===== src/hw/mfsc_pkg.sv =====
// Constants and carrier types for the motor fault and speed command block.
// Assumes a 125 MHz core clock and measurement codes produced on that clock.
package mfsc_pkg;

   // Clock rate and derived timing.
   localparam int unsigned CLK_KHZ = 125000;
   localparam int unsigned LOCK_OFF_MS = 1000;
   localparam int unsigned SPD_SAMPLE_US = 1;
   localparam int unsigned SPD_SAMPLE_DIV = (SPD_SAMPLE_US * CLK_KHZ) / 1000;
   localparam int unsigned SPD_WINDOW = 512;

   // Serial port address; the value is arbitrary.
   localparam logic [6:0] I2C_ADDR = 7'h52;

   // Register offsets.
   localparam logic [7:0] REG_FAULT = 8'h00;
   localparam logic [7:0] REG_STATUS = 8'h01;
   localparam logic [7:0] REG_IPHASE = 8'h10;
   localparam logic [7:0] REG_VSUPPLY = 8'h11;
   localparam logic [7:0] REG_SPEED = 8'h30;
   localparam logic [7:0] REG_NV_BASE = 8'h90;
   localparam int unsigned NV_REGS = 7;

   // Field positions.
   localparam int unsigned FLT_TSD_BIT = 15;
   localparam int unsigned FLT_WARN_BIT = 14;
   localparam int unsigned FLT_OC_BIT = 11;
   localparam int unsigned STS_UV_BIT = 0;
   localparam int unsigned STS_OV_BIT = 1;
   localparam int unsigned STS_LOCK_LSB = 2;
   localparam int unsigned SPD_OVR_BIT = 15;
   localparam int unsigned CFG_MIN_LSB = 0;
   localparam int unsigned CFG_SRC_BIT = 2;

   // Reset values.
   localparam logic [15:0] SPEED_RST = 16'h0000;
   localparam logic [15:0] NV_RST = 16'h0000;

   // Threshold codes on the 10-bit measurement scale.
   localparam logic [9:0] TSDN_CODE = 10'h300;
   localparam logic [9:0] TSDN_HYS_CODE = 10'h040;
   localparam logic [9:0] TWARN_CODE = 10'h2A0;
   localparam logic [9:0] UV_FALL_CODE = 10'h080;
   localparam logic [9:0] UV_RISE_CODE = 10'h0A0;
   localparam logic [9:0] OV_RISE_CODE = 10'h380;
   localparam logic [9:0] OV_FALL_CODE = 10'h350;
   localparam logic [9:0] TRIP_LEVEL_CODE = 10'h3C0;

   // Minimum pulse-width duty floor.
   localparam logic [8:0] MIN_DUTY = 9'h033;
   localparam logic [8:0] MIN_DUTY_HI = 9'h066;

   // Phase spacing and amplitude scale.
   localparam logic [7:0] PHASE_STEP = 8'h55;
   localparam logic [5:0] AMP_GAIN = 6'h25;

   typedef struct packed {
      logic [9:0] temp;
      logic temp_valid;
      logic [9:0] vsupply;
      logic vsupply_valid;
      logic [9:0] iphase;
      logic iphase_valid;
   } mfsc_meas_t;

   typedef struct packed {
      logic [8:0] surge_guard;
      logic [8:0] accel_limit;
      logic [8:0] loop_limit;
   } mfsc_limit_t;

   typedef enum logic [2:0] {
      ST_IDLE = 3'b000,
      ST_ADDR = 3'b001,
      ST_ACK = 3'b010,
      ST_RX = 3'b011,
      ST_TX = 3'b100,
      ST_TXACK = 3'b101
   } mfsc_i2c_st_t;

endpackage


===== src/hw/mfsc_sync.sv =====
// Two flip-flop synchroniser for pin inputs.
// Assumes the inputs are asynchronous to the core clock.
`timescale 1ns/1ps
`default_nettype none
module mfsc_sync #(
   parameter int unsigned W = 1,
   parameter logic [W-1:0] RST_VAL = '0
) (
   input wire logic clk_in,
   input wire logic rst_n_in,
   input wire logic [W-1:0] d_in,
   output logic [W-1:0] q_out
);
   logic [W-1:0] meta_q;

   always_ff @(posedge clk_in or negedge rst_n_in) begin
      if (!rst_n_in) begin
         meta_q <= RST_VAL;
         q_out <= RST_VAL;
      end else begin
         meta_q <= d_in;
         q_out <= meta_q;
      end
   end
endmodule
`default_nettype wire


===== src/hw/mfsc_timer.sv =====
// One-shot down counter that stays busy for CYC cycles after a start.
// Assumes start is a one-cycle pulse on the core clock.
`timescale 1ns/1ps
`default_nettype none
module mfsc_timer #(
   parameter int unsigned CYC = 1
) (
   input wire logic clk_in,
   input wire logic rst_n_in,
   input wire logic start_in,
   output logic busy_out
);
   logic [31:0] cnt_q;

   always_ff @(posedge clk_in or negedge rst_n_in) begin
      if (!rst_n_in) begin
         cnt_q <= 32'h0;
      end else if (start_in) begin
         cnt_q <= 32'(CYC);
      end else if (cnt_q != 32'h0) begin
         cnt_q <= cnt_q - 32'h1;
      end
   end

   assign busy_out = (cnt_q != 32'h0);
endmodule
`default_nettype wire


===== src/hw/mfsc_top.sv =====
// Fault supervision, speed command selection and phase modulation.
// Assumes measurement codes, limits, lock flags and angle come from core-clock logic.
`timescale 1ns/1ps
`default_nettype none
module mfsc_top #(
   parameter int unsigned LOCK_OFF_CYC = mfsc_pkg::LOCK_OFF_MS * mfsc_pkg::CLK_KHZ
) (
   // Clock and reset.
   input wire logic CORE_CLK_IN,
   input wire logic RST_N_IN,
   // Serial register port.
   input wire logic SCL_IN,
   input wire logic SDA_IN,
   output logic SDA_OUT,
   output logic SDA_OE_OUT,
   // Command pins.
   input wire logic SPEED_PIN_IN,
   input wire logic DIR_IN,
   // Analog front end and estimator.
   input wire logic [9:0] SPEED_ADC_IN,
   input wire mfsc_pkg::mfsc_meas_t MEAS_IN,
   input wire mfsc_pkg::mfsc_limit_t LIMIT_IN,
   input wire logic [2:0] LOCK_DET_IN,
   input wire logic COMM_STEP_IN,
   input wire logic [7:0] ANGLE_IN,
   // Nonvolatile store.
   input wire logic WAKE_IN,
   input wire logic [6:0][15:0] NV_DATA_IN,
   // Drive outputs.
   output logic [2:0][8:0] PHASE_DUTY_OUT,
   output logic PHASE_EN_OUT,
   output logic [8:0] PEAK_DUTY_OUT,
   output logic TACH_OUT
);
   import mfsc_pkg::*;

   logic scl_s, sda_s, spd_s, dir_s;
   logic scl_d_q, sda_d_q;
   logic tsd_q, warn_q, uv_q, ov_q, oc_flag_q;
   logic [2:0] lock_src_q;
   logic [9:0] iph_q, vsup_q;
   logic [15:0] speed_q;
   logic [6:0][15:0] nv_q;
   logic boot_q;
   logic oc_busy, lock_busy, oc_start, lock_start;
   logic drive;
   logic [7:0] div_q;
   logic [8:0] win_q, hi_cnt_q, pwm_duty_q;
   logic [8:0] pwm_cmd, cmd, peak;
   logic [1:0] min_sel;
   mfsc_i2c_st_t st_q;
   logic [3:0] cnt_q;
   logic [7:0] sh_q, tx_q, ptr_q, hi_q, wr_addr_q;
   logic [1:0] idx_q;
   logic rw_q, rd_lo_q, wr_stb_q, rd_stb_q;
   logic [15:0] wr_data_q;
   logic [7:0] rd_addr_q;
   logic scl_rise, scl_fall, i2c_start, i2c_stop;
   logic [15:0] rd_word;
   logic [7:0] rd_byte;
   logic [2:0][9:0] sn;
   logic [9:0] mn;
   logic [2:0][8:0] duty;

   mfsc_sync #(.W(2), .RST_VAL(2'b11)) u_sync_bus (
      .clk_in(CORE_CLK_IN),
      .rst_n_in(RST_N_IN),
      .d_in({SCL_IN, SDA_IN}),
      .q_out({scl_s, sda_s})
   );

   mfsc_sync #(.W(2), .RST_VAL(2'b00)) u_sync_pins (
      .clk_in(CORE_CLK_IN),
      .rst_n_in(RST_N_IN),
      .d_in({SPEED_PIN_IN, DIR_IN}),
      .q_out({spd_s, dir_s})
   );

   // Temperature supervision with shutdown hysteresis and warning.
   always_ff @(posedge CORE_CLK_IN or negedge RST_N_IN) begin
      if (!RST_N_IN) begin
         tsd_q <= 1'b0;
         warn_q <= 1'b0;
      end else if (MEAS_IN.temp_valid) begin
         if (MEAS_IN.temp > TSDN_CODE) begin
            tsd_q <= 1'b1;
         end else if (MEAS_IN.temp < TSDN_CODE - TSDN_HYS_CODE) begin
            tsd_q <= 1'b0;
         end
         warn_q <= (MEAS_IN.temp > TWARN_CODE);
      end
   end

   // Supply supervision for lockout and overvoltage.
   always_ff @(posedge CORE_CLK_IN or negedge RST_N_IN) begin
      if (!RST_N_IN) begin
         uv_q <= 1'b1;
         ov_q <= 1'b0;
      end else if (MEAS_IN.vsupply_valid) begin
         if (MEAS_IN.vsupply < UV_FALL_CODE) begin
            uv_q <= 1'b1;
         end else if (MEAS_IN.vsupply > UV_RISE_CODE) begin
            uv_q <= 1'b0;
         end
         if (MEAS_IN.vsupply > OV_RISE_CODE) begin
            ov_q <= 1'b1;
         end else if (MEAS_IN.vsupply < OV_FALL_CODE) begin
            ov_q <= 1'b0;
         end
      end
   end

   // Readings held for the register port.
   always_ff @(posedge CORE_CLK_IN or negedge RST_N_IN) begin
      if (!RST_N_IN) begin
         iph_q <= 10'h000;
         vsup_q <= 10'h000;
      end else begin
         if (MEAS_IN.iphase_valid) begin
            iph_q <= MEAS_IN.iphase;
         end
         if (MEAS_IN.vsupply_valid) begin
            vsup_q <= MEAS_IN.vsupply;
         end
      end
   end

   // Overcurrent and lock protection timers.
   assign oc_start = MEAS_IN.iphase_valid && (MEAS_IN.iphase > TRIP_LEVEL_CODE) && !oc_busy;
   assign lock_start = drive && PHASE_EN_OUT && (LOCK_DET_IN != 3'b000) && !lock_busy;

   mfsc_timer #(.CYC(LOCK_OFF_CYC)) u_oc_timer (
      .clk_in(CORE_CLK_IN),
      .rst_n_in(RST_N_IN),
      .start_in(oc_start),
      .busy_out(oc_busy)
   );

   mfsc_timer #(.CYC(LOCK_OFF_CYC)) u_lock_timer (
      .clk_in(CORE_CLK_IN),
      .rst_n_in(RST_N_IN),
      .start_in(lock_start),
      .busy_out(lock_busy)
   );

   // Overcurrent flag clears on a read of the fault word; a new trip wins.
   always_ff @(posedge CORE_CLK_IN or negedge RST_N_IN) begin
      if (!RST_N_IN) begin
         oc_flag_q <= 1'b0;
      end else if (oc_start) begin
         oc_flag_q <= 1'b1;
      end else if (rd_stb_q && rd_addr_q == REG_FAULT) begin
         oc_flag_q <= 1'b0;
      end
   end

   // Lock method is held while the lock persists or its release time runs.
   always_ff @(posedge CORE_CLK_IN or negedge RST_N_IN) begin
      if (!RST_N_IN) begin
         lock_src_q <= 3'b000;
      end else if (lock_start) begin
         lock_src_q <= LOCK_DET_IN;
      end else if (!lock_busy && LOCK_DET_IN == 3'b000) begin
         lock_src_q <= 3'b000;
      end
   end

   // Parameter registers: loaded from the store, overridden by serial writes.
   always_ff @(posedge CORE_CLK_IN or negedge RST_N_IN) begin
      if (!RST_N_IN) begin
         boot_q <= 1'b1;
         nv_q <= {NV_REGS{NV_RST}};
      end else begin
         boot_q <= 1'b0;
         if (boot_q || WAKE_IN) begin
            nv_q <= NV_DATA_IN;
         end else if (wr_stb_q && wr_addr_q >= REG_NV_BASE
                      && wr_addr_q < REG_NV_BASE + 8'(NV_REGS)) begin
            nv_q[3'(wr_addr_q - REG_NV_BASE)] <= wr_data_q;
         end
      end
   end

   always_ff @(posedge CORE_CLK_IN or negedge RST_N_IN) begin
      if (!RST_N_IN) begin
         speed_q <= SPEED_RST;
      end else if (wr_stb_q && wr_addr_q == REG_SPEED) begin
         speed_q <= wr_data_q;
      end
   end

   // Pulse-width speed input: high samples counted over a fixed window.
   always_ff @(posedge CORE_CLK_IN or negedge RST_N_IN) begin
      if (!RST_N_IN) begin
         div_q <= 8'h00;
         win_q <= 9'h000;
         hi_cnt_q <= 9'h000;
         pwm_duty_q <= 9'h000;
      end else if (div_q == 8'(SPD_SAMPLE_DIV - 1)) begin
         div_q <= 8'h00;
         win_q <= win_q + 9'h001;
         if (win_q == 9'(SPD_WINDOW - 1)) begin
            pwm_duty_q <= (&hi_cnt_q) ? 9'h1FF : hi_cnt_q + {8'h00, spd_s};
            hi_cnt_q <= 9'h000;
         end else begin
            hi_cnt_q <= hi_cnt_q + {8'h00, spd_s};
         end
      end else begin
         div_q <= div_q + 8'h01;
      end
   end

   // Minimum duty behaviour and source selection.
   assign min_sel = nv_q[0][CFG_MIN_LSB +: 2];

   always_comb begin
      case (min_sel)
         2'b01: pwm_cmd = (pwm_duty_q < MIN_DUTY) ? MIN_DUTY : pwm_duty_q;
         2'b10: pwm_cmd = (pwm_duty_q < MIN_DUTY) ? 9'h000 : pwm_duty_q;
         2'b11: pwm_cmd = (pwm_duty_q < MIN_DUTY_HI) ? MIN_DUTY_HI : pwm_duty_q;
         default: pwm_cmd = pwm_duty_q;
      endcase
      if (speed_q[SPD_OVR_BIT]) begin
         cmd = speed_q[8:0];
      end else if (nv_q[0][CFG_SRC_BIT]) begin
         cmd = pwm_cmd;
      end else begin
         cmd = SPEED_ADC_IN[9:1];
      end
      peak = cmd;
      if (LIMIT_IN.surge_guard < peak) begin
         peak = LIMIT_IN.surge_guard;
      end
      if (LIMIT_IN.accel_limit < peak) begin
         peak = LIMIT_IN.accel_limit;
      end
      if (LIMIT_IN.loop_limit < peak) begin
         peak = LIMIT_IN.loop_limit;
      end
   end

   assign drive = !tsd_q && !uv_q && !ov_q && !oc_busy && !lock_busy;

   // Quarter-wave sine lookup, offset to centre on 0x100.
   function automatic logic [9:0] sine(input logic [7:0] a);
      logic [3:0] i;
      logic [7:0] m;
      i = a[6] ? ~a[5:2] : a[5:2];
      case (i)
         4'h0: m = 8'h0C;
         4'h1: m = 8'h25;
         4'h2: m = 8'h3E;
         4'h3: m = 8'h56;
         4'h4: m = 8'h6D;
         4'h5: m = 8'h83;
         4'h6: m = 8'h98;
         4'h7: m = 8'hAB;
         4'h8: m = 8'hBD;
         4'h9: m = 8'hCD;
         4'hA: m = 8'hDB;
         4'hB: m = 8'hE6;
         4'hC: m = 8'hF0;
         4'hD: m = 8'hF7;
         4'hE: m = 8'hFC;
         default: m = 8'hFF;
      endcase
      sine = a[7] ? (10'h100 - {2'b00, m}) : (10'h100 + {2'b00, m});
   endfunction

   // Phase waveforms with the lowest phase shifted to ground.
   always_comb begin
      logic [15:0] g;
      logic [17:0] p;
      logic [8:0] v;
      g = 16'h0000;
      p = 18'h00000;
      v = 9'h000;
      sn[0] = sine(ANGLE_IN);
      if (dir_s) begin
         sn[1] = sine(ANGLE_IN + PHASE_STEP);
         sn[2] = sine(ANGLE_IN - PHASE_STEP);
      end else begin
         sn[1] = sine(ANGLE_IN - PHASE_STEP);
         sn[2] = sine(ANGLE_IN + PHASE_STEP);
      end
      mn = sn[0];
      if (sn[1] < mn) begin
         mn = sn[1];
      end
      if (sn[2] < mn) begin
         mn = sn[2];
      end
      for (int k = 0; k < 3; k++) begin
         v = 9'(sn[k] - mn);
         g = ({7'h00, v} * {10'h000, AMP_GAIN}) >> 5;
         if (g > 16'h01FF) begin
            g = 16'h01FF;
         end
         p = {9'h000, g[8:0]} * {9'h000, peak};
         duty[k] = p[17:9];
      end
   end

   // Drive outputs and tachometer.
   always_ff @(posedge CORE_CLK_IN or negedge RST_N_IN) begin
      if (!RST_N_IN) begin
         PHASE_DUTY_OUT <= '0;
         PHASE_EN_OUT <= 1'b0;
         PEAK_DUTY_OUT <= 9'h000;
      end else begin
         PEAK_DUTY_OUT <= drive ? peak : 9'h000;
         PHASE_EN_OUT <= drive && (peak != 9'h000) && !lock_start;
         PHASE_DUTY_OUT <= (drive && !lock_start) ? duty : '0;
      end
   end

   always_ff @(posedge CORE_CLK_IN or negedge RST_N_IN) begin
      if (!RST_N_IN) begin
         TACH_OUT <= 1'b0;
      end else if (COMM_STEP_IN && PHASE_EN_OUT) begin
         TACH_OUT <= !TACH_OUT;
      end
   end

   // Serial port line events.
   always_ff @(posedge CORE_CLK_IN or negedge RST_N_IN) begin
      if (!RST_N_IN) begin
         scl_d_q <= 1'b1;
         sda_d_q <= 1'b1;
         SDA_OUT <= 1'b0;
      end else begin
         scl_d_q <= scl_s;
         sda_d_q <= sda_s;
         SDA_OUT <= 1'b0;
      end
   end

   assign scl_rise = scl_s && !scl_d_q;
   assign scl_fall = !scl_s && scl_d_q;
   assign i2c_start = scl_s && scl_d_q && sda_d_q && !sda_s;
   assign i2c_stop = scl_s && scl_d_q && !sda_d_q && sda_s;

   // Register read map.
   always_comb begin
      rd_word = 16'h0000;
      if (ptr_q == REG_FAULT) begin
         rd_word[FLT_TSD_BIT] = tsd_q;
         rd_word[FLT_WARN_BIT] = warn_q;
         rd_word[FLT_OC_BIT] = oc_flag_q;
      end else if (ptr_q == REG_STATUS) begin
         rd_word[STS_UV_BIT] = uv_q;
         rd_word[STS_OV_BIT] = ov_q;
         rd_word[STS_LOCK_LSB +: 3] = lock_src_q;
      end else if (ptr_q == REG_IPHASE) begin
         rd_word = {6'h00, iph_q};
      end else if (ptr_q == REG_VSUPPLY) begin
         rd_word = {6'h00, vsup_q};
      end else if (ptr_q == REG_SPEED) begin
         rd_word = speed_q;
      end else if (ptr_q >= REG_NV_BASE && ptr_q < REG_NV_BASE + 8'(NV_REGS)) begin
         rd_word = nv_q[3'(ptr_q - REG_NV_BASE)];
      end
      rd_byte = rd_lo_q ? rd_word[7:0] : rd_word[15:8];
   end

   // Byte-level serial slave: pointer, then high and low data bytes.
   always_ff @(posedge CORE_CLK_IN or negedge RST_N_IN) begin
      if (!RST_N_IN) begin
         st_q <= ST_IDLE;
         cnt_q <= 4'h0;
         sh_q <= 8'h00;
         tx_q <= 8'h00;
         ptr_q <= 8'h00;
         hi_q <= 8'h00;
         idx_q <= 2'b00;
         rw_q <= 1'b0;
         rd_lo_q <= 1'b0;
         wr_stb_q <= 1'b0;
         rd_stb_q <= 1'b0;
         wr_addr_q <= 8'h00;
         rd_addr_q <= 8'h00;
         wr_data_q <= 16'h0000;
         SDA_OE_OUT <= 1'b0;
      end else begin
         wr_stb_q <= 1'b0;
         rd_stb_q <= 1'b0;
         if (i2c_start) begin
            st_q <= ST_ADDR;
            cnt_q <= 4'h0;
            idx_q <= 2'b00;
            SDA_OE_OUT <= 1'b0;
         end else if (i2c_stop) begin
            st_q <= ST_IDLE;
            SDA_OE_OUT <= 1'b0;
         end else if (scl_rise) begin
            case (st_q)
               ST_ADDR, ST_RX: begin
                  sh_q <= {sh_q[6:0], sda_s};
                  cnt_q <= cnt_q + 4'h1;
               end
               ST_TX: begin
                  cnt_q <= cnt_q + 4'h1;
               end
               ST_TXACK: begin
                  if (sda_s) begin
                     st_q <= ST_IDLE;
                  end
               end
               default: begin
               end
            endcase
         end else if (scl_fall) begin
            case (st_q)
               ST_ADDR: begin
                  if (cnt_q == 4'h8) begin
                     if (sh_q[7:1] == I2C_ADDR) begin
                        st_q <= ST_ACK;
                        rw_q <= sh_q[0];
                        rd_lo_q <= 1'b0;
                        SDA_OE_OUT <= 1'b1;
                     end else begin
                        st_q <= ST_IDLE;
                     end
                  end
               end
               ST_RX: begin
                  if (cnt_q == 4'h8) begin
                     st_q <= ST_ACK;
                     SDA_OE_OUT <= 1'b1;
                     if (idx_q == 2'b00) begin
                        ptr_q <= sh_q;
                        rd_lo_q <= 1'b0;
                        idx_q <= 2'b01;
                     end else if (idx_q == 2'b01) begin
                        hi_q <= sh_q;
                        idx_q <= 2'b10;
                     end else begin
                        wr_data_q <= {hi_q, sh_q};
                        wr_addr_q <= ptr_q;
                        wr_stb_q <= 1'b1;
                        ptr_q <= ptr_q + 8'h01;
                        idx_q <= 2'b01;
                     end
                  end
               end
               ST_ACK, ST_TXACK: begin
                  cnt_q <= 4'h0;
                  if (rw_q) begin
                     st_q <= ST_TX;
                     tx_q <= rd_byte;
                     SDA_OE_OUT <= !rd_byte[7];
                     rd_lo_q <= !rd_lo_q;
                     if (rd_lo_q) begin
                        rd_stb_q <= 1'b1;
                        rd_addr_q <= ptr_q;
                        ptr_q <= ptr_q + 8'h01;
                     end
                  end else begin
                     st_q <= ST_RX;
                     SDA_OE_OUT <= 1'b0;
                  end
               end
               ST_TX: begin
                  if (cnt_q == 4'h8) begin
                     st_q <= ST_TXACK;
                     SDA_OE_OUT <= 1'b0;
                  end else begin
                     tx_q <= {tx_q[6:0], 1'b0};
                     SDA_OE_OUT <= !tx_q[6];
                  end
               end
               default: begin
               end
            endcase
         end
      end
   end
endmodule
`default_nettype wire


===== config.mk =====
export PLATFORM = sky130hd
export DESIGN_NAME = mfsc_top
export DESIGN_NICKNAME = d
export VERILOG_FILES = /design/src/hw/mfsc_pkg.sv /design/src/hw/mfsc_sync.sv /design/src/hw/mfsc_timer.sv /design/src/hw/mfsc_top.sv
export SDC_FILE = /design/constraint.sdc
export NUM_CORES = 2
export LEC_CHECK = 0
export ABC_AREA = 1
export BUFFER_PORTS_ARGS = -buffer_cell sky130_fd_sc_hd__buf_2
export CELL_PAD_IN_SITES_DETAIL_PLACEMENT = 0
export CELL_PAD_IN_SITES_GLOBAL_PLACEMENT = 1
export CORE_ASPECT_RATIO = 0.9
export CORE_MARGIN = 4
export CORE_UTILIZATION = 50
export CTS_CLUSTER_SIZE = 25
export DETAILED_ROUTE_END_ITERATION = 16
export GPL_ROUTABILITY_DRIVEN = 0
export PLACE_DENSITY = 0.88
export SLEW_MARGIN = 20
export SYNTH_ARGS = -nofsm -noshare
export SYNTH_HDL_FRONTEND = slang
export SYNTH_SLANG_ARGS = --single-unit

===== constraint.sdc =====
create_clock -name CORE_CLK_IN -period 21.2 [get_ports CORE_CLK_IN]
set_input_delay 5.3 -clock CORE_CLK_IN [delete_from_list [all_inputs] [get_ports CORE_CLK_IN]]
set_output_delay 5.3 -clock CORE_CLK_IN [all_outputs]
set_load 0.02 [all_outputs]

Word level (Yosys, flattened, before mapping)
Memory sizes are Yosys's and may differ from the RTL's.
Index checks and enable logic that the tools add are counted.

storage, ports and cells
  bits in registers = 381
  bits in read-only memories = 640
  bits of input ports = 201
  output and inout bits = 40
  word-level logic and storage cells = 376
  memories = 5

operators by class
  add/subtract/negate cells = 24
  multiply operators = 6
  $lt $le $gt $ge = 25
  equal/unequal tests = 38
  mux-type cells = 130
  bitwise operators = 8
  reductions and logical operators = 90

memory list
  name              depth  bits a word  read ports  clocked after memory_dff  wr ports  RTL line         text
  (name not given)  16     8            1           0                         0         mfsc_top.sv:249  case (i)
  (name not given)  16     8            1           0                         0         mfsc_top.sv:249
  (name not given)  16     8            1           0                         0         mfsc_top.sv:249
  (name not given)  16     8            1           0                         0         mfsc_top.sv:249
  (name not given)  16     8            1           0                         0         mfsc_top.sv:249

operators by type and width
  cell                                                            count
  two-way mux 112 bit                                             2
  two-way mux 9 bit                                               15
  two-way mux 32 bit                                              4
  bitwise mux 112 bit                                             1
  two-way mux 16 bit                                              6
  two-way mux 8 bit                                               11
  nonzero test 32 bit                                             2
  subtractor 32 x 1 -> 32 bit, second input constant              2
  two-way mux 10 bit                                              6
  multiplier 9 x 9 -> 18 bit                                      3
  adder 9 x 8 -> 10 bit, first input constant                     5
  subtractor 9 x 8 -> 10 bit, first input constant                5
  binary-select mux 16 bit (select 3 bit)                         1
  demux 16 bit (select 3 bit)                                     1
  multiplier 9 x 6 -> 15 bit, second input constant               3
  greater-than comparator 10 bit, second input constant           4
  two-way mux 1 bit                                               38
  two-way mux 3 bit                                               12
  two-way mux 4 bit                                               9
  greater-than comparator 10 x 9 -> 1 bit, second input constant  3
  AND reduction 7 bit                                             4
  logical AND 1 bit                                               27
  < comparator 9 bit                                              3
  two-way mux 27 bit                                              1
  71 further kinds                                                153

Longest topological paths before layout
An unclocked memory read counts as a cell.

  depth in word-level cells = 18
  gate-level depth with buffers = 93
  gate-level depth less buffers = 90

Modules after synthesis
Synthesis repeated with hierarchy kept, for this count alone.

second synthesis, totals
  cell total of the unflattened synthesis = 4,457
  area total of the unflattened synthesis = 33,236.9 sq um

modules (own cells, without submodules)
  module                    instances  cells an instance  area each (sq um)  seq. area each (sq um)
  mfsc_top                  1          3,823              28,880.2           7,737.4
  mfsc_timer                2          313                2,075.7            800.8
  mfsc_sync at u_sync_bus   1          4                  105.1              105.1
  mfsc_sync at u_sync_pins  1          4                  100.1              100.1

Least setup slack after synthesis
No wires, ideal clock.

  path type = input -> register
  start point = in ANGLE_IN[3]
  end point = reg PHASE_DUTY_OUT[17] in the netlist's numbering
  library setup time = 0.119 ns
  arrival = 17.621 ns
  data required time = 21.081 ns
  slack = 3.460 ns
  stages on the path = 76
  path buffers = 4
  cell sequence = buf_4 a21oi_2 nand2_4 nand2_2 nand3_1 nand2_2 inv_1 ha_1 inv_1 nand2_2 nand2_1 nand2_2 nor2_2 nand3_1 o311ai_0 o21ai_0 o21ai_0 ha_1 (+40 left out) nand3_4 buf_2 nand2_1 inv_1 nor2_1 fa_1 fa_1 fa_1 inv_1 fa_1 inv_1 ha_1 a21oi_1 o21ai_0 a221oi_1 nand3_1 nand2_1 nor2_1

between the ends
  cells in the longest elaborated chain, start to end = 18
  elaborated cells between the ends (all ways) = 43
  those cells by class = 13 x add/sub; 2 x mul; 3 x order compare; 17 x mux; 3 x bitwise; 5 x memory

RTL lines
  element                                                              RTL line         text
  start, declared                                                      mfsc_top.sv:25   input wire logic [7:0] ANGLE_IN,
  subtractor 8 x 7 -> 8 bit or adder 8 x 7 -> 8 bit (tied branches)    n/a
  inverter 4 bit                                                       mfsc_top.sv:248  i = a[6] ? ~a[5:2] : a[5:2];
  two-way mux 4 bit                                                    mfsc_top.sv:248
  memory (16 x 8 bit)                                                  n/a
  two-way mux 8 bit                                                    mfsc_top.sv:279  if (dir_s) begin
  adder 9 x 8 -> 10 bit or subtractor 9 x 8 -> 10 bit (tied branches)  mfsc_top.sv:267  sine = a[7] ? (10'h100 - {2'b00, m}) : (10'h100 + {2'b00, m});
  two-way mux 10 bit                                                   mfsc_top.sv:267
  two-way mux 20 bit                                                   mfsc_top.sv:279
  (+2 left out)                                                        n/a
  < comparator 10 bit                                                  mfsc_top.sv:290  if (sn[2] < mn) begin
  two-way mux 9 bit                                                    mfsc_top.sv:290
  subtractor 9 bit (*)                                                 mfsc_top.sv:294  v = 9'(sn[k] - mn);
  multiplier 9 x 6 -> 15 bit (*)                                       mfsc_top.sv:295  g = ({7'h00, v} * {10'h000, AMP_GAIN}) >> 5;
  greater-than comparator 10 x 9 -> 1 bit                              mfsc_top.sv:296  if (g > 16'h01FF) begin
  two-way mux 9 bit (*)                                                mfsc_top.sv:296
  multiplier 9 x 9 -> 18 bit (*)                                       mfsc_top.sv:299  p = {9'h000, g[8:0]} * {9'h000, peak};
  two-way mux 27 bit (*)                                               mfsc_top.sv:313  PHASE_DUTY_OUT <= (drive && !lock_start) ? duty : '0;
  end signal, assigned                                                 mfsc_top.sv:313
  end, declared                                                        mfsc_top.sv:30   output logic [2:0][8:0] PHASE_DUTY_OUT,

Every way passes the cells marked *; elsewhere a longest branch is shown, timed or not. The select of a mux whose other input is x is not followed.
A chain may end at the register's enable or synchronous reset.

Final worst setup path
  start point = in ANGLE_IN[6]
  end point = reg PHASE_DUTY_OUT[26] in the netlist's numbering

between the ends
  cells in the longest elaborated chain, start to end = 17
  elaborated cells between the ends (all ways) = 40
  those cells by class = 13 x add/sub; 2 x mul; 3 x order compare; 17 x mux; 5 x memory

RTL lines
  element                                                              RTL line         text
  subtractor 8 x 7 -> 8 bit or adder 8 x 7 -> 8 bit (tied branches)    n/a
  two-way mux 4 bit                                                    mfsc_top.sv:248
  memory (16 x 8 bit)                                                  n/a
  two-way mux 8 bit                                                    mfsc_top.sv:279
  adder 9 x 8 -> 10 bit or subtractor 9 x 8 -> 10 bit (tied branches)  mfsc_top.sv:267
  two-way mux 10 bit                                                   mfsc_top.sv:267
  two-way mux 20 bit                                                   mfsc_top.sv:279
  < comparator 10 bit                                                  mfsc_top.sv:287  if (sn[1] < mn) begin
  two-way mux 10 bit                                                   mfsc_top.sv:287
  < comparator 10 bit                                                  mfsc_top.sv:290
  two-way mux 9 bit                                                    mfsc_top.sv:290
  subtractor 9 bit (*)                                                 mfsc_top.sv:294
  multiplier 9 x 6 -> 15 bit (*)                                       mfsc_top.sv:295
  greater-than comparator 10 x 9 -> 1 bit                              mfsc_top.sv:296
  two-way mux 9 bit (*)                                                mfsc_top.sv:296
  multiplier 9 x 9 -> 18 bit (*)                                       mfsc_top.sv:299
  two-way mux 27 bit (*)                                               mfsc_top.sv:313

Marked as above.

==> impl_results.md <==
* Status: complete, no violations
* Starting Density at 50.4%
* Final wirelength at 92500 um
* Worst Tran Pin Value at 1120 ps
* Period utilization at 91.8%
* Mapped Area at 33000 um^2
* Final antenna-violating net count at 0
* Clk root buf: clkbuf_16
* Complex-gate fraction of the synthesized area at 14.3%
* Hold/Removal Path Class: reg2reg
* Die W at 279 um
* Post-synth top flop: dfrtp_1
* DR pass1 iterations at 6
* Initial DRC Count at 2194
* Slew Viols, Final at 0
* Core ar. at 65400 um^2
* Worst setup EP type: flip-flop
* NumNets Final at 5114
* Crit-path max FO at 24
* Relative slew slack at 24.3%
* Clk_skew at 31.7 ps
* Post-detail-place hpwl at 71100 um
* Clock transition at path regs at 60 ps
* IO buf count at 238
* I/O pins at 241
* Hold Violations, Final at 0
* Vias in the first global route at 28305
* Tmin final at 19450 ps
* Row Count at 89
* Gr ovfl total at 0
* Clk_lat worst skew at 600 ps
* Die area at 70100 um^2
* TNS Setup at 0 ps
* Multiplexer share of the synthesized area at 0.991%
* Routed vias/inst at 5.45
* Critical path arrival at 19970 ps
* # H-tree levels at 2
* Vias at 29335
* Fillers at 6306
* Critical path class: in2reg
* First-pass GRT wire length at 150000 um
* Synth Warn # at 0
* Post-Synth Adder-Cell Area at 19.8%
* GRT Overall Usage at 26.1%
* Ratio of cells with drive above 1 in the final layout at 11.1%
* Critical path's slowest cell: o21ai_0
* Cts bufs inserted at 43
* Post-Syn Area per Cell at 7.66 um^2
* Hold_buf cts at 0
* Startpoint types: primary input
* CTS tree: yes
* Area Overhead vs Synth at 10.5%
* CTS resizes at 0
* Data required, critical path at 21720 ps
* Clock sink count at 381
* Cell mode on critical path: nand2_1
* Residual DRC at 0
* Sequential fraction of the synthesis area at 29.0%
* EDFF count, synth at 0
* Maximum number of pins on one net before global-route repair at 160
* Synth Register Bits at 381
* Routed len/inst at 17.2 um
* # Post-CTS Setup Buffers at 0
* Height of the die at 252 um
* CP max stage delay at 720 ps
* Antenna violations before repair at 3
* Simple-gate area share of the yosys netlist at 22.9%
* Ys async rst share at 100%
* Max Buffers Root-to-Sink at 3
* Post-synth cell types at 78
* Xor and xnor area share after synthesis at 3.15%
* RSZ-0062 raised after global routing: false
* Largest family of logic cells by synthesized area: simple AND/OR/NAND/NOR gates
* Post-synthesis cell count at 4304
* Max cap viols at 0
* Setup Viol. Count Final at 0
* Maximum clock frequency at 51.4 MHz
final timing paths:
check / startpoint / depth (start not counted) / slack [ps] / end
worst max-delay path: ANGLE_IN[6] / 76 / 1750 / PHASE_DUTY_OUT[26]
worst min-delay path: u_sync_pins.meta_q[1] / 0 / 350 / u_sync_pins.q_out[1]
worst max register to register: u_sync_pins.q_out[0] / 62 / 7330 / PHASE_DUTY_OUT[26]
worst min register to register: u_sync_pins.meta_q[1] / 0 / 350 / u_sync_pins.q_out[1]
max in group asynchronous: RST_N_IN / 3 / 14280 / nv_q[54]
min in group asynchronous: RST_N_IN / 1 / 4730 / u_lock_timer.cnt_q[28]
kinds of logic (layout without fill, tap and decap cells):
kind of cell / count (synthesis) / after routing
simple gates: 1739 / 1739
mux: 29 / 29
other cells: 1 / 4
fa+ha+maj: 423 / 423
xor+xnor: 116 / 116
buf+inv: 853 / 1066
flops: 381 / 381
compound gates: 762 / 762
through the flow:
stage               cells  hold slack (ps)  setup slack [ps]  area (um^2)  utilization, %
finish               5384              351              1750        36400            55.7
global route         5384              360               374        36400            55.7
CTS                  5381              356              1820        36400            55.7
detailed placement   5308              343              1220        35000            53.5
global placement     5308              335              1340        35000            53.5
floorplan            4305              331              3460        33000               -
placed cells by master, fill, tap and decap left out, types with 43 or more instances in the layout:
master / netlist / routed
dfrtp_1: 373 / 373
fa_1: 163 / 163
o21ai_0: 251 / 251
nand3_1: 268 / 268
nor2_1: 397 / 396
nand4_1: 44 / 44
inv_1: 702 / 700
a21oi_1: 197 / 197
o221ai_1: 53 / 52
ha_1: 260 / 260
xor2_1: 66 / 66
buf_2: 5 / 237
nor3_1: 59 / 59
xnor2_1: 47 / 47
nand2_1: 832 / 832
o211ai_1: 97 / 97
clkbuf_16: 0 / 43
registers in the layout, indices dropped and copies added (netlist names), 8 cells and up:
signal	cells
PEAK_DUTY_OUT	9
wr_data_q	16
wr_addr_q	8
hi_q	8
vsup_q	10
u_lock_timer.cnt_q	32
pwm_duty_q	9
win_q	9
rd_addr_q	8
sh_q	8
speed_q	16
nv_q	110
div_q	8
iph_q	10
hi_cnt_q	9
PHASE_DUTY_OUT	27
u_oc_timer.cnt_q	32
ptr_q	8
area by class of cell:
class,instances,area [um^2],share of cell area (%)
Clock inverter,9,156,0.429
Clock buffer,64,1280,3.53
Multi-Input combinational cell,3071,20200,55.4
Tap cell,864,1080,2.97
Sequential cell,381,9540,26.2
Timing Repair Buffer,268,1450,3.97
Antenna cell,2,5.00,0.0137
Inverter,725,2730,7.48
synth_stat cells (all sizes together) (3+ instances only):
library cell  number  area, um^2
inv              721        2710
buf               23         134
a21o               6        45.0
mux2              29         327
a2111oi            3        26.3
a22o               3        26.3
o22ai             15        93.8
and2              13        81.3
o21ai            285        1460
ha               260        3250
a31oi             10        68.8
nor3b              3        22.5
nand3            289        1560
nor4              25         156
xnor2             48         428
o221ai            53         464
o21a               4        30.0
a32oi              3        26.3
o31ai              8        65.1
nor3              59         295
nor2             402        1530
a21boi             3        22.5
o2111ai            4        35.0
dfrtp            373        9330
o41ai              3        26.3
fa               163        3260
nand3b            10        87.6
a221oi            10        87.6
clkinv             4        15.0
a32o               4        40.0
a22oi              9        67.6
nand4             44         275
o21bai            12         101
o211ai            99         753
a21oi            204        1060
clkbuf           105         394
nand2            881        3470
dfstp              8         210
a211oi             9        72.6
xor2              68         611
o311ai             6        52.6
or2                7        43.8
routing by layer:
layer,GRT usage [%],vias up,wire [um]
met3,5.35,142,6940
met4,8.28,2,2890
li1,-,14467,-
met1,37.3,13780,42700
met2,40.1,944,40000
met5,0,-,13
critical path, delay by kind of cell:
| family | cells | cell delay (ps) |
|---|---|---|
| AO/OA/AOI/OAI | 18 | 4430 |
| XOR/XNOR | 1 | 280 |
| adder cells (fa/ha/maj) | 15 | 5570 |
| buffers and inverters | 12 | 1240 |
| AND/OR/NAND/NOR | 30 | 3130 |
Power is left out: the tool's default activity adds up to more than one toggle a clock period on the data nets, which glitch-free logic cannot reach.
